`src/design/asx_pkg.sv`:
```
// Purpose: constants for the swap / xor / subtract datapath slice
// Assumes: 14-bit opcodes, 7-bit file address, 8-bit data
// Notes: opcode patterns compared against the upper opcode bits
package asx_pkg;
	localparam int OPC_W = 14;
	localparam int DATA_W = 8;
	localparam int FADDR_W = 7;
	localparam int NIB_W = 4;
	localparam int DEST_BIT = 7;
	// upper six opcode bits per instruction
	localparam logic [5:0] NIBBLE_EXCHANGE_OP = 6'h0e;
	localparam logic [5:0] FILE_MINUS_WORK_OP = 6'h02;
	localparam logic [5:0] LITERAL_EXCLUSIVE_OR_OP = 6'h3a;
	// literal subtract ignores opcode bit 8
	localparam logic [4:0] LITERAL_MINUS_WORK_OP = 5'h1e;
	localparam logic [DATA_W-1:0] WORK_RST = 8'h00;
	localparam logic STATUS_RST = 1'b0;
	localparam int STATUS_BITS = 3;
	localparam int C_POS = 0;
	localparam int DC_POS = 1;
	localparam int Z_POS = 2;
	typedef enum logic [4:0] {
		ASX_NONE = 5'b00001,
		ASX_SWAP = 5'b00010,
		ASX_XORL = 5'b00100,
		ASX_SUBF = 5'b01000,
		ASX_SUBL = 5'b10000
	} asx_op_t;
endpackage

```
`src/design/asx_dec_if.sv`:
```
// Purpose: carries decoded instruction fields between decoder and datapath
// Assumes: single clock domain
// Notes: fields are combinational from the current opcode
`timescale 1ns/1ps
`default_nettype none
interface asx_dec_if;
	import asx_pkg::*;
	asx_op_t op;
	logic dest_file;
	logic [FADDR_W-1:0] faddr;
	logic [DATA_W-1:0] lit;
	modport dec (output op, output dest_file, output faddr, output lit);
	modport dp (input op, input dest_file, input faddr, input lit);
endinterface
`default_nettype wire

```
`src/design/asx_datapath.sv`:
```
// Purpose: executes nibble swap, literal xor and both subtracts
// Assumes: file register value is read combinationally via i_file_rdata
// Notes: one instruction per clock; file writes are one-cycle strobes
`timescale 1ns/1ps
`default_nettype none
// Notes on behaviour
// - swap exchanges file nibbles; dest 0 writes work, dest 1 writes file
// - literal xor writes work xor literal into work
// - xor literal is opcode low byte; upper opcode bits are 11 1010
// - subtract sets carry when the difference is positive, no borrow
// - subtract of equal operands gives zero and carry set
// - negative subtract clears carry; result wraps modulo 256
module asx_datapath
	import asx_pkg::*;
(
	// clock and reset
	input wire logic i_clk,
	input wire logic i_rst,
	// instruction
	input wire logic i_valid,
	input wire logic [OPC_W-1:0] i_opcode,
	// file register port
	input wire logic [DATA_W-1:0] i_file_rdata,
	output logic [FADDR_W-1:0] o_file_addr,
	output logic o_file_we,
	output logic [DATA_W-1:0] o_file_wdata,
	// architectural state
	output logic [DATA_W-1:0] o_work,
	output logic o_carry,
	output logic o_digit_carry,
	output logic o_zero
);
	asx_dec_if dif ();

	// work register group
	logic [DATA_W-1:0] work_q;
	logic [DATA_W-1:0] work_d;
	// status group, one bit per flag
	logic [STATUS_BITS-1:0] stat_q;
	logic [STATUS_BITS-1:0] stat_d;
	// file write group
	logic file_we_q;
	logic file_we_d;
	logic [DATA_W-1:0] file_wdata_q;
	logic [DATA_W-1:0] file_wdata_d;
	logic [FADDR_W-1:0] file_addr_q;
	logic [FADDR_W-1:0] file_addr_d;
	// shared combinational terms
	logic to_file;
	logic [DATA_W-1:0] minuend;
	logic [DATA_W-1:0] swapped;
	logic [DATA_W-1:0] xres;
	logic [DATA_W-1:0] result;
	logic [DATA_W:0] diff;
	logic [NIB_W:0] ndiff;

	asx_decoder asx_decoder_inst (
		.i_valid(i_valid),
		.i_opcode(i_opcode),
		.dec(dif.dec)
	);

	// each result bit takes the bit four places round the byte
	genvar gi;
	generate
		for (gi = 0; gi < DATA_W; gi++)
		begin : g_swap
			assign swapped[gi] = i_file_rdata[(gi + NIB_W) % DATA_W];
		end
	endgenerate

	assign xres = work_q ^ dif.lit;
	// only swap and file subtract may target the file; literal ops never do
	assign to_file = dif.dest_file &&
		((dif.op == ASX_SWAP) || (dif.op == ASX_SUBF));
	assign minuend = (dif.op == ASX_SUBF) ? i_file_rdata : dif.lit;
	// extra top bit of a 9-bit difference is the borrow; carry is its inverse
	assign diff = {1'b0, minuend} - {1'b0, work_q};
	assign ndiff = {1'b0, minuend[NIB_W-1:0]} - {1'b0, work_q[NIB_W-1:0]};

	// one result bus feeds both the work register and the file write data
	always_comb
	begin
		result = work_q;
		unique case (dif.op)
			ASX_NONE:
			begin
				result = work_q;
			end
			ASX_SWAP:
			begin
				result = swapped;
			end
			ASX_XORL:
			begin
				result = xres;
			end
			ASX_SUBF, ASX_SUBL:
			begin
				result = diff[DATA_W-1:0];
			end
		endcase
	end

	// work register
	always_comb
	begin
		work_d = work_q;
		unique case (dif.op)
			ASX_NONE:
			begin
				work_d = work_q;
			end
			ASX_SWAP, ASX_SUBF:
			begin
				// a file-bound result leaves the work register alone
				if (!dif.dest_file)
				begin
					work_d = result;
				end
			end
			ASX_XORL, ASX_SUBL:
			begin
				work_d = result;
			end
		endcase
	end

	// registered so every result lands at the end of its own cycle
	always_ff @(posedge i_clk)
	begin
		if (i_rst)
		begin
			work_q <= WORK_RST;
		end
		else
		begin
			work_q <= work_d;
		end
	end

	// status flags
	always_comb
	begin
		stat_d = stat_q;
		unique case (dif.op)
			ASX_NONE:
			begin
				stat_d = stat_q;
			end
			ASX_SWAP:
			begin
				stat_d = stat_q;
			end
			ASX_XORL:
			begin
				stat_d[Z_POS] = (xres == 8'h00);
			end
			ASX_SUBF, ASX_SUBL:
			begin
				// carry set on positive or zero result
				stat_d[C_POS] = ~diff[DATA_W];
				// digit carry is the same no-borrow test on the low nibble
				stat_d[DC_POS] = ~ndiff[NIB_W];
				stat_d[Z_POS] = (diff[DATA_W-1:0] == 8'h00);
			end
		endcase
	end

	always_ff @(posedge i_clk)
	begin
		if (i_rst)
		begin
			stat_q <= {STATUS_BITS{STATUS_RST}};
		end
		else
		begin
			stat_q <= stat_d;
		end
	end

	// file write port
	always_comb
	begin
		// the strobe is never held, so it lasts exactly one cycle
		file_we_d = to_file;
		file_wdata_d = file_wdata_q;
		file_addr_d = file_addr_q;
		if (to_file)
		begin
			file_wdata_d = result;
			file_addr_d = dif.faddr;
		end
	end

	always_ff @(posedge i_clk)
	begin
		if (i_rst)
		begin
			file_we_q <= 1'b0;
			file_wdata_q <= WORK_RST;
			file_addr_q <= '0;
		end
		else
		begin
			file_we_q <= file_we_d;
			file_wdata_q <= file_wdata_d;
			file_addr_q <= file_addr_d;
		end
	end

	// read address follows the opcode; a write cycle shows the latched
	// address instead, so a read in that cycle sees the register written
	assign o_file_addr = file_we_q ? file_addr_q : dif.faddr;
	assign o_file_we = file_we_q;
	assign o_file_wdata = file_wdata_q;
	assign o_work = work_q;

	// status flags straight from their flops
	assign o_carry = stat_q[C_POS];
	assign o_digit_carry = stat_q[DC_POS];
	assign o_zero = stat_q[Z_POS];
endmodule
`default_nettype wire

```
`src/design/asx_decoder.sv`:
```
// Purpose: decodes the four opcodes this slice executes
// Assumes: opcode is stable while i_valid is high
// Notes: anything else decodes to ASX_NONE and is left to other logic
`timescale 1ns/1ps
`default_nettype none
module asx_decoder
	import asx_pkg::*;
(
	// instruction
	input wire logic i_valid,
	input wire logic [OPC_W-1:0] i_opcode,
	// decoded fields
	asx_dec_if.dec dec
);
	always_comb
	begin
		dec.op = ASX_NONE;
		if (i_valid)
		begin
			if (i_opcode[13:8] == NIBBLE_EXCHANGE_OP)
				dec.op = ASX_SWAP;
			else if (i_opcode[13:8] == LITERAL_EXCLUSIVE_OR_OP)
				dec.op = ASX_XORL;
			else if (i_opcode[13:8] == FILE_MINUS_WORK_OP)
				dec.op = ASX_SUBF;
			else if (i_opcode[13:9] == LITERAL_MINUS_WORK_OP)
				dec.op = ASX_SUBL;
		end
	end
	assign dec.dest_file = i_opcode[DEST_BIT];
	assign dec.faddr = i_opcode[FADDR_W-1:0];
	assign dec.lit = i_opcode[DATA_W-1:0];
endmodule
`default_nettype wire

```
`config.mk`:
```
export PLATFORM = sky130hd
export DESIGN_NAME = asx_datapath
export DESIGN_NICKNAME = d
export VERILOG_FILES = /design/src/design/asx_pkg.sv /design/src/design/asx_dec_if.sv /design/src/design/asx_datapath.sv /design/src/design/asx_decoder.sv
export SDC_FILE = /design/constraint.sdc
export NUM_CORES = 1
export LEC_CHECK = 0
export BUFFER_PORTS_ARGS = -buffer_cell sky130_fd_sc_hd__clkbuf_2
export CAP_MARGIN = 20
export CELL_PAD_IN_SITES_DETAIL_PLACEMENT = 1
export CELL_PAD_IN_SITES_GLOBAL_PLACEMENT = 1
export CORE_MARGIN = 1
export CORE_UTILIZATION = 30
export CTS_CLUSTER_DIAMETER = 150
export DETAILED_ROUTE_END_ITERATION = 8
export PLACE_DENSITY_LB_ADDON = 0.1
export SYNTH_ARGS = -nofsm -noshare
export SYNTH_HDL_FRONTEND = slang
export SYNTH_HIERARCHICAL = 1
export SYNTH_SLANG_ARGS = --single-unit
```
`constraint.sdc`:
```
create_clock -name i_clk -period 5.1 [get_ports i_clk]
set_input_delay 0.765 -clock i_clk [delete_from_list [all_inputs] [get_ports i_clk]]
set_output_delay 0.765 -clock i_clk [all_outputs]
set_load 0.005 [all_outputs]
```
# == Yosys cells after proc, flatten, opt, wreduce, memory -nomap -nowiden ==
# Index checks and enable logic that the tools add are counted.
# totals
inputBits,25
elab_cells,42
ff_bits,27
out_inout_bits,27
# classes
eq_ne,10
reduce_logical,9
n_bitwise,4
n_addsub,2
mux,11
# ops
cell,count
$pmux 8 s4,1
$mux 5,5
$logic_not 8->1,2
$mux 8,2
$pmux 8 s2,1
$eq 5x5->1 const B,2
$sub 8x8->9,1
$reduce_or 2->1,4
$xor 8x8->8,1
$mux 7,1
$eq 6x2->1 const B,1
$eq 6x4->1 const B,1
$eq 6x6->1 const B,1
$eq 5x1->1 const B,1
$eq 5x2->1 const B,1
$eq 5x3->1 const B,1
$eq 5x4->1 const B,1
$sub 4x4->5,1
$not 1->1,3
$ne 2x2->1 const B,1
$pmux 1 s2,1
$reduce_and 2->1,1
$logic_and 1x1->1,1
$logic_or 1x1->1,1

# == Depth between registers and ports, before layout ==
# logic_depth
depth_word,12
depth_mapped,14

# == Modules after synthesis ==
# Netlist, hierarchy kept.
# modules_own_cells
module,instances,area_per_inst_um2,cells_per_inst
asx_datapath,1,2037.0,237
asx_decoder,1,230.2,32

# == Worst setup path after synthesis ==
# Ideal clock, no wire load.
# synth_path
path_type,input to register
start,in i_opcode[13]
end,reg file_wdata_q[6] (netlist: o_file_wdata[6])
arrival_ns,3.913
setup_ns,0.086
path_buffers,1
required_ns,5.014
setup_slack_ns,1.101
path_stages,14
path_cell_list,or3_1 > nor3_2 > and2_1 > inv_2 > nor4b_4 > mux2_2 > ha_1 > clkbuf_1 > a21o_1 > a21oi_1 > o21ai_0 > xnor2_1 > o21a_1 > a211oi_1
# synth_via
elab_cells_between_ends,20
classes_between,1 x add/sub; 9 x eq/ne; 7 x mux; 3 x reduce/logical
# synth_rtl
element,line,source
"start, declared",asx_datapath.sv:21,"input wire logic [OPC_W-1:0] i_opcode,"
$eq 6x2->1,asx_decoder.sv:24,else if (i_opcode[13:8] == FILE_MINUS_WORK_OP)
$mux 5,asx_decoder.sv:24,
$mux 5,asx_decoder.sv:22,else if (i_opcode[13:8] == LITERAL_EXCLUSIVE_OR_OP)
$mux 5 (*),asx_decoder.sv:20,if (i_opcode[13:8] == NIBBLE_EXCHANGE_OP)
$mux 5 (*),asx_decoder.sv:18,if (i_valid)
named net dif.op[3],asx_dec_if.sv:8,asx_op_t op;
$eq 5x4->1,"asx_datapath.sv:75, asx_datapath.sv:76, asx_datapath.sv:85",
$mux 8,asx_datapath.sv:76,assign minuend = (dif.op == ASX_SUBF) ? i_file_rdata : dif.lit;
$sub 8x8->9,asx_datapath.sv:78,"assign diff = {1'b0, minuend} - {1'b0, work_q};"
$pmux 8 s4,asx_datapath.sv:85,unique case (dif.op)
"end signal, assigned",asx_datapath.sv:207,file_wdata_q <= file_wdata_d;
"end, declared",asx_datapath.sv:44,logic [DATA_W-1:0] file_wdata_q;
# The timed path passes the listed nets; every way through them passes the cells marked *.
# A chain may end at the register's enable or synchronous reset.

# == Final worst setup path ==
# Same ends and word-level chain as after synthesis.

==> results.txt <==
----------------------------------------------------
[CTS]
  Post-cts gate resize count ... 0
  Number of buffers on the longest clock path ... 2
  CTS buffer count ... 3
  Clock slew seen by the registers of the worst setup and hold paths ... approximately 100 ps
  Cts hold-fix bufs ... 0
  Clock latency on the worst-skew pair ... 280 ps
  Root Buffer ... clkbuf_8
  CTS H-Tree Depth ... 1
  Clock Sinks ... 27
  Post-CTS setup buffer count ... 0
  TritonCTS clock tree ... built

[Pwr]
  Largest vdd supply drop ... approximately 0.0001 V
  Reg power frac ... 51.0%
  Relative contribution of the clock network to total power ... 30.9%
  Power share of the combinational group ... 18.1%
  Internal power ... 298.7 uW
  PnR Total Power ... 414.9 uW
  Switching power ... 116.2 uW
  Cell leakage power ... 0.0009746 uW
  Net switching fraction of the power ... 28.00%
  PD cells ... 163.3 nW/um2

[Setup path]
  Crit path DAT ... between 4000 and 5000 ps
  Critical Path Source Type ... input port
  Crit path max fanout ... 9
  Kind of critical path ... input port to register
  Crit. End Element ... register
  CP required ... roughly 5300 ps

[Synthesis]
  Top cells by area, synth ... dfxtp_1 24%, mux2_2 7.0%, buf_4 6.6%
  Proportion of synthesized chip area in sequential cells ... between 20% and 30%
  Top cells by count, synth ... 31 x nor2_1, 27 x dfxtp_1, 20 x buf_4
  Top cell type's share of synthesized area ... 23.84%
  Register bit count reported by yosys ... 27
  Number of instances in the synthesized netlist ... approximately 270
  Largest area contributor in the synthesized netlist ... dfxtp_1
  Synth warnings ... 6
  Cell with the most instances after synthesis ... nor2_1
  Synth Cell Area ... 2267 um2
  Number of nets produced by synthesis ... 304
  Average instance area after synthesis ... 8.428 um2
  Fraction of synthesis flops using an asynchronous set or reset pin ... 0%
  Number of enable flip-flop cells after synthesis ... 0
  Top FF cell, synth ... dfxtp_1
  Cell variety after synth ... 56

[Flow run]
  Number of violations of the max-capacitance limit ... 0

[Timing]
  Worst-margin pin slew ... 624.0 ps
  Clock period minus final worst setup slack ... 4139 ps
  Highest Clock Rate ... 0.2416 GHz
  Final TNS setup ... 0 ps
  Final hold slack ... 484.1 ps
  RSZ-0062 raised after global routing ... false
  Worst slew margin relative to its limit ... 58.40%
  Total setup violations reported at the end of the flow ... 0
  Number of pins with negative max-slew slack in the final report ... 0
  Final clock period utilization by the worst path ... about four fifths
  Hold Violations, Final ... 0
  Setup skew after layout ... 2.300 ps

[Layout]
  Share of final-layout standard cells stronger than drive strength 1 ... 29.14%
  Post-layout net count ... 338
  Syn-to-layout area delta ... 12.09%
  Antenna diode instance count ... 0

[GRT]
  Largest net degree at the start of global routing ... 28
  Initial antenna violation count ... 0
  Overall fraction of global-route tracks in use ... approximately 18%
  Vias in the first global route ... about 2000
  Sum of overflow across all layers after global routing ... 0
  Wire length of the first global-routing pass ... approximately 10 mm

[Routing]
  Remaining antenna violation count after routing ... 0
  Routed via count divided by cell count ... 5.102
  Drt pass-1 iters ... 4
  Vias after detailed routing ... 2046
  Total Routed Length ... 6.585 mm
  Number of design rule violations left after detail routing ... 0
  WL per Instance ... 16.42 um
  Iter 0 DRT Violations ... between 80 and 90

[Floorplanning]
  Io pins ... 52
  Overall die area ... 7909 um2
  Starting density of the core ... 31.09%
  Standard-cell rows ... 31
  Core Box Area ... 7292 um2
  Vert. Die Dim ... 88.93 um
  Die Wd ... 88.93 um

[Hold path]
  Worst min path class ... register to register

[Placed design]
  Weighted congestion at the end of routability-driven global placement ... 0.7830
  HPWL after detailed placement ... 5.302 mm
  Number of input and output port buffers inserted ... 51

[Status]
  Status ... complete, no violations

----------------------------------------------------
[per-stage QoR]
step                area [um2]  worst slack, ps  util (%)  cells
floorplan                 2267             1101         -    269
global placement          2496            692.2     34.23    397
detailed placement        2496            653.0     34.23    397
CTS                       2541            939.6     34.85    401
global route              2541            669.6     34.85    401
finish                    2541            961.4     34.85    401
[state kept, by name, indices dropped and copies added, names as in the netlist]
name and flops:
file_addr_q 7, o_file_wdata 8, o_file_we 1, o_work 8, stat_q 3
[power by group through the flow]
stage	sequential (uW)	clock, uW	combinational (uW)
2_1_floorplan	216	0	56.1
3_3_place_gp	216	0	75.6
3_5_place_dp	216	0	75.7
4_1_cts	212	133	76.0
5_1_grt	212	141	83.1
6_report	212	128	75.1
[critical path, cell delays in order]
cell	delay, ps
clkbuf_2	110
or3_1	380
nor3_2	130
and2_1	280
inv_2	120
nor4b_4	270
buf_4	210
mux2_2	350
ha_1	380
a21o_1	210
a21oi_1	230
o21ai_0	210
xnor2_1	210
o21a_1	220
a211oi_1	240
[final timing paths]
check,startpoint,to,slack (ps),cells after the start
min reg2reg,o_file_wdata[0],o_file_wdata[0],480,2
max reg2reg,o_work[0],o_file_wdata[6],2760,8
max,i_opcode[13],o_file_wdata[6],960,15
min,o_file_wdata[0],o_file_wdata[0],480,2
[kinds of logic after synthesis]
family	after synthesis	synth area share, %
mux	23	10.93
xor+xnor	16	6.181
buf+inv	42	11.64
fa+ha+maj	10	5.850
simple gates	91	22.85
compound gates	60	18.71
flops	27	23.84
[final cells by class]
class / instances / area (um2)
tap: 99 / 123.9
timing repair buffer: 59 / 315.3
multi-input combinational: 200 / 1471
sequential: 27 / 540.5
inverter: 12 / 45.04
fill: 938 / 4751
clock buffer: 4 / 45.04
[layer usage]
layer  up-vias  GRT usage (%)  wire [um]
met5         -              0          0
met4         0          4.040         80
met3         6          2.216        191
met2        32          30.84       3276
met1       987          23.30       3037
li1       1021              -          -
[cells in the final DEF, fill, tap and decap left out, types with 3 or more instances in the layout]
cell / instances
clkbuf_8: 3
nor3_1: 5
a21oi_1: 7
ha_1: 9
xor2_1: 8
nand3_1: 5
buf_4: 8
mux2_2: 14
nor2_1: 31
a21o_1: 3
nand2_1: 12
and3_1: 3
dfxtp_1: 27
clkbuf_2: 51
mux2i_1: 9
nand2b_1: 4
inv_1: 11
a211oi_1: 14
a31oi_1: 3
nor2b_1: 8
o21ai_0: 13
xnor2_1: 8
Power figures use the tool's default switching activity.
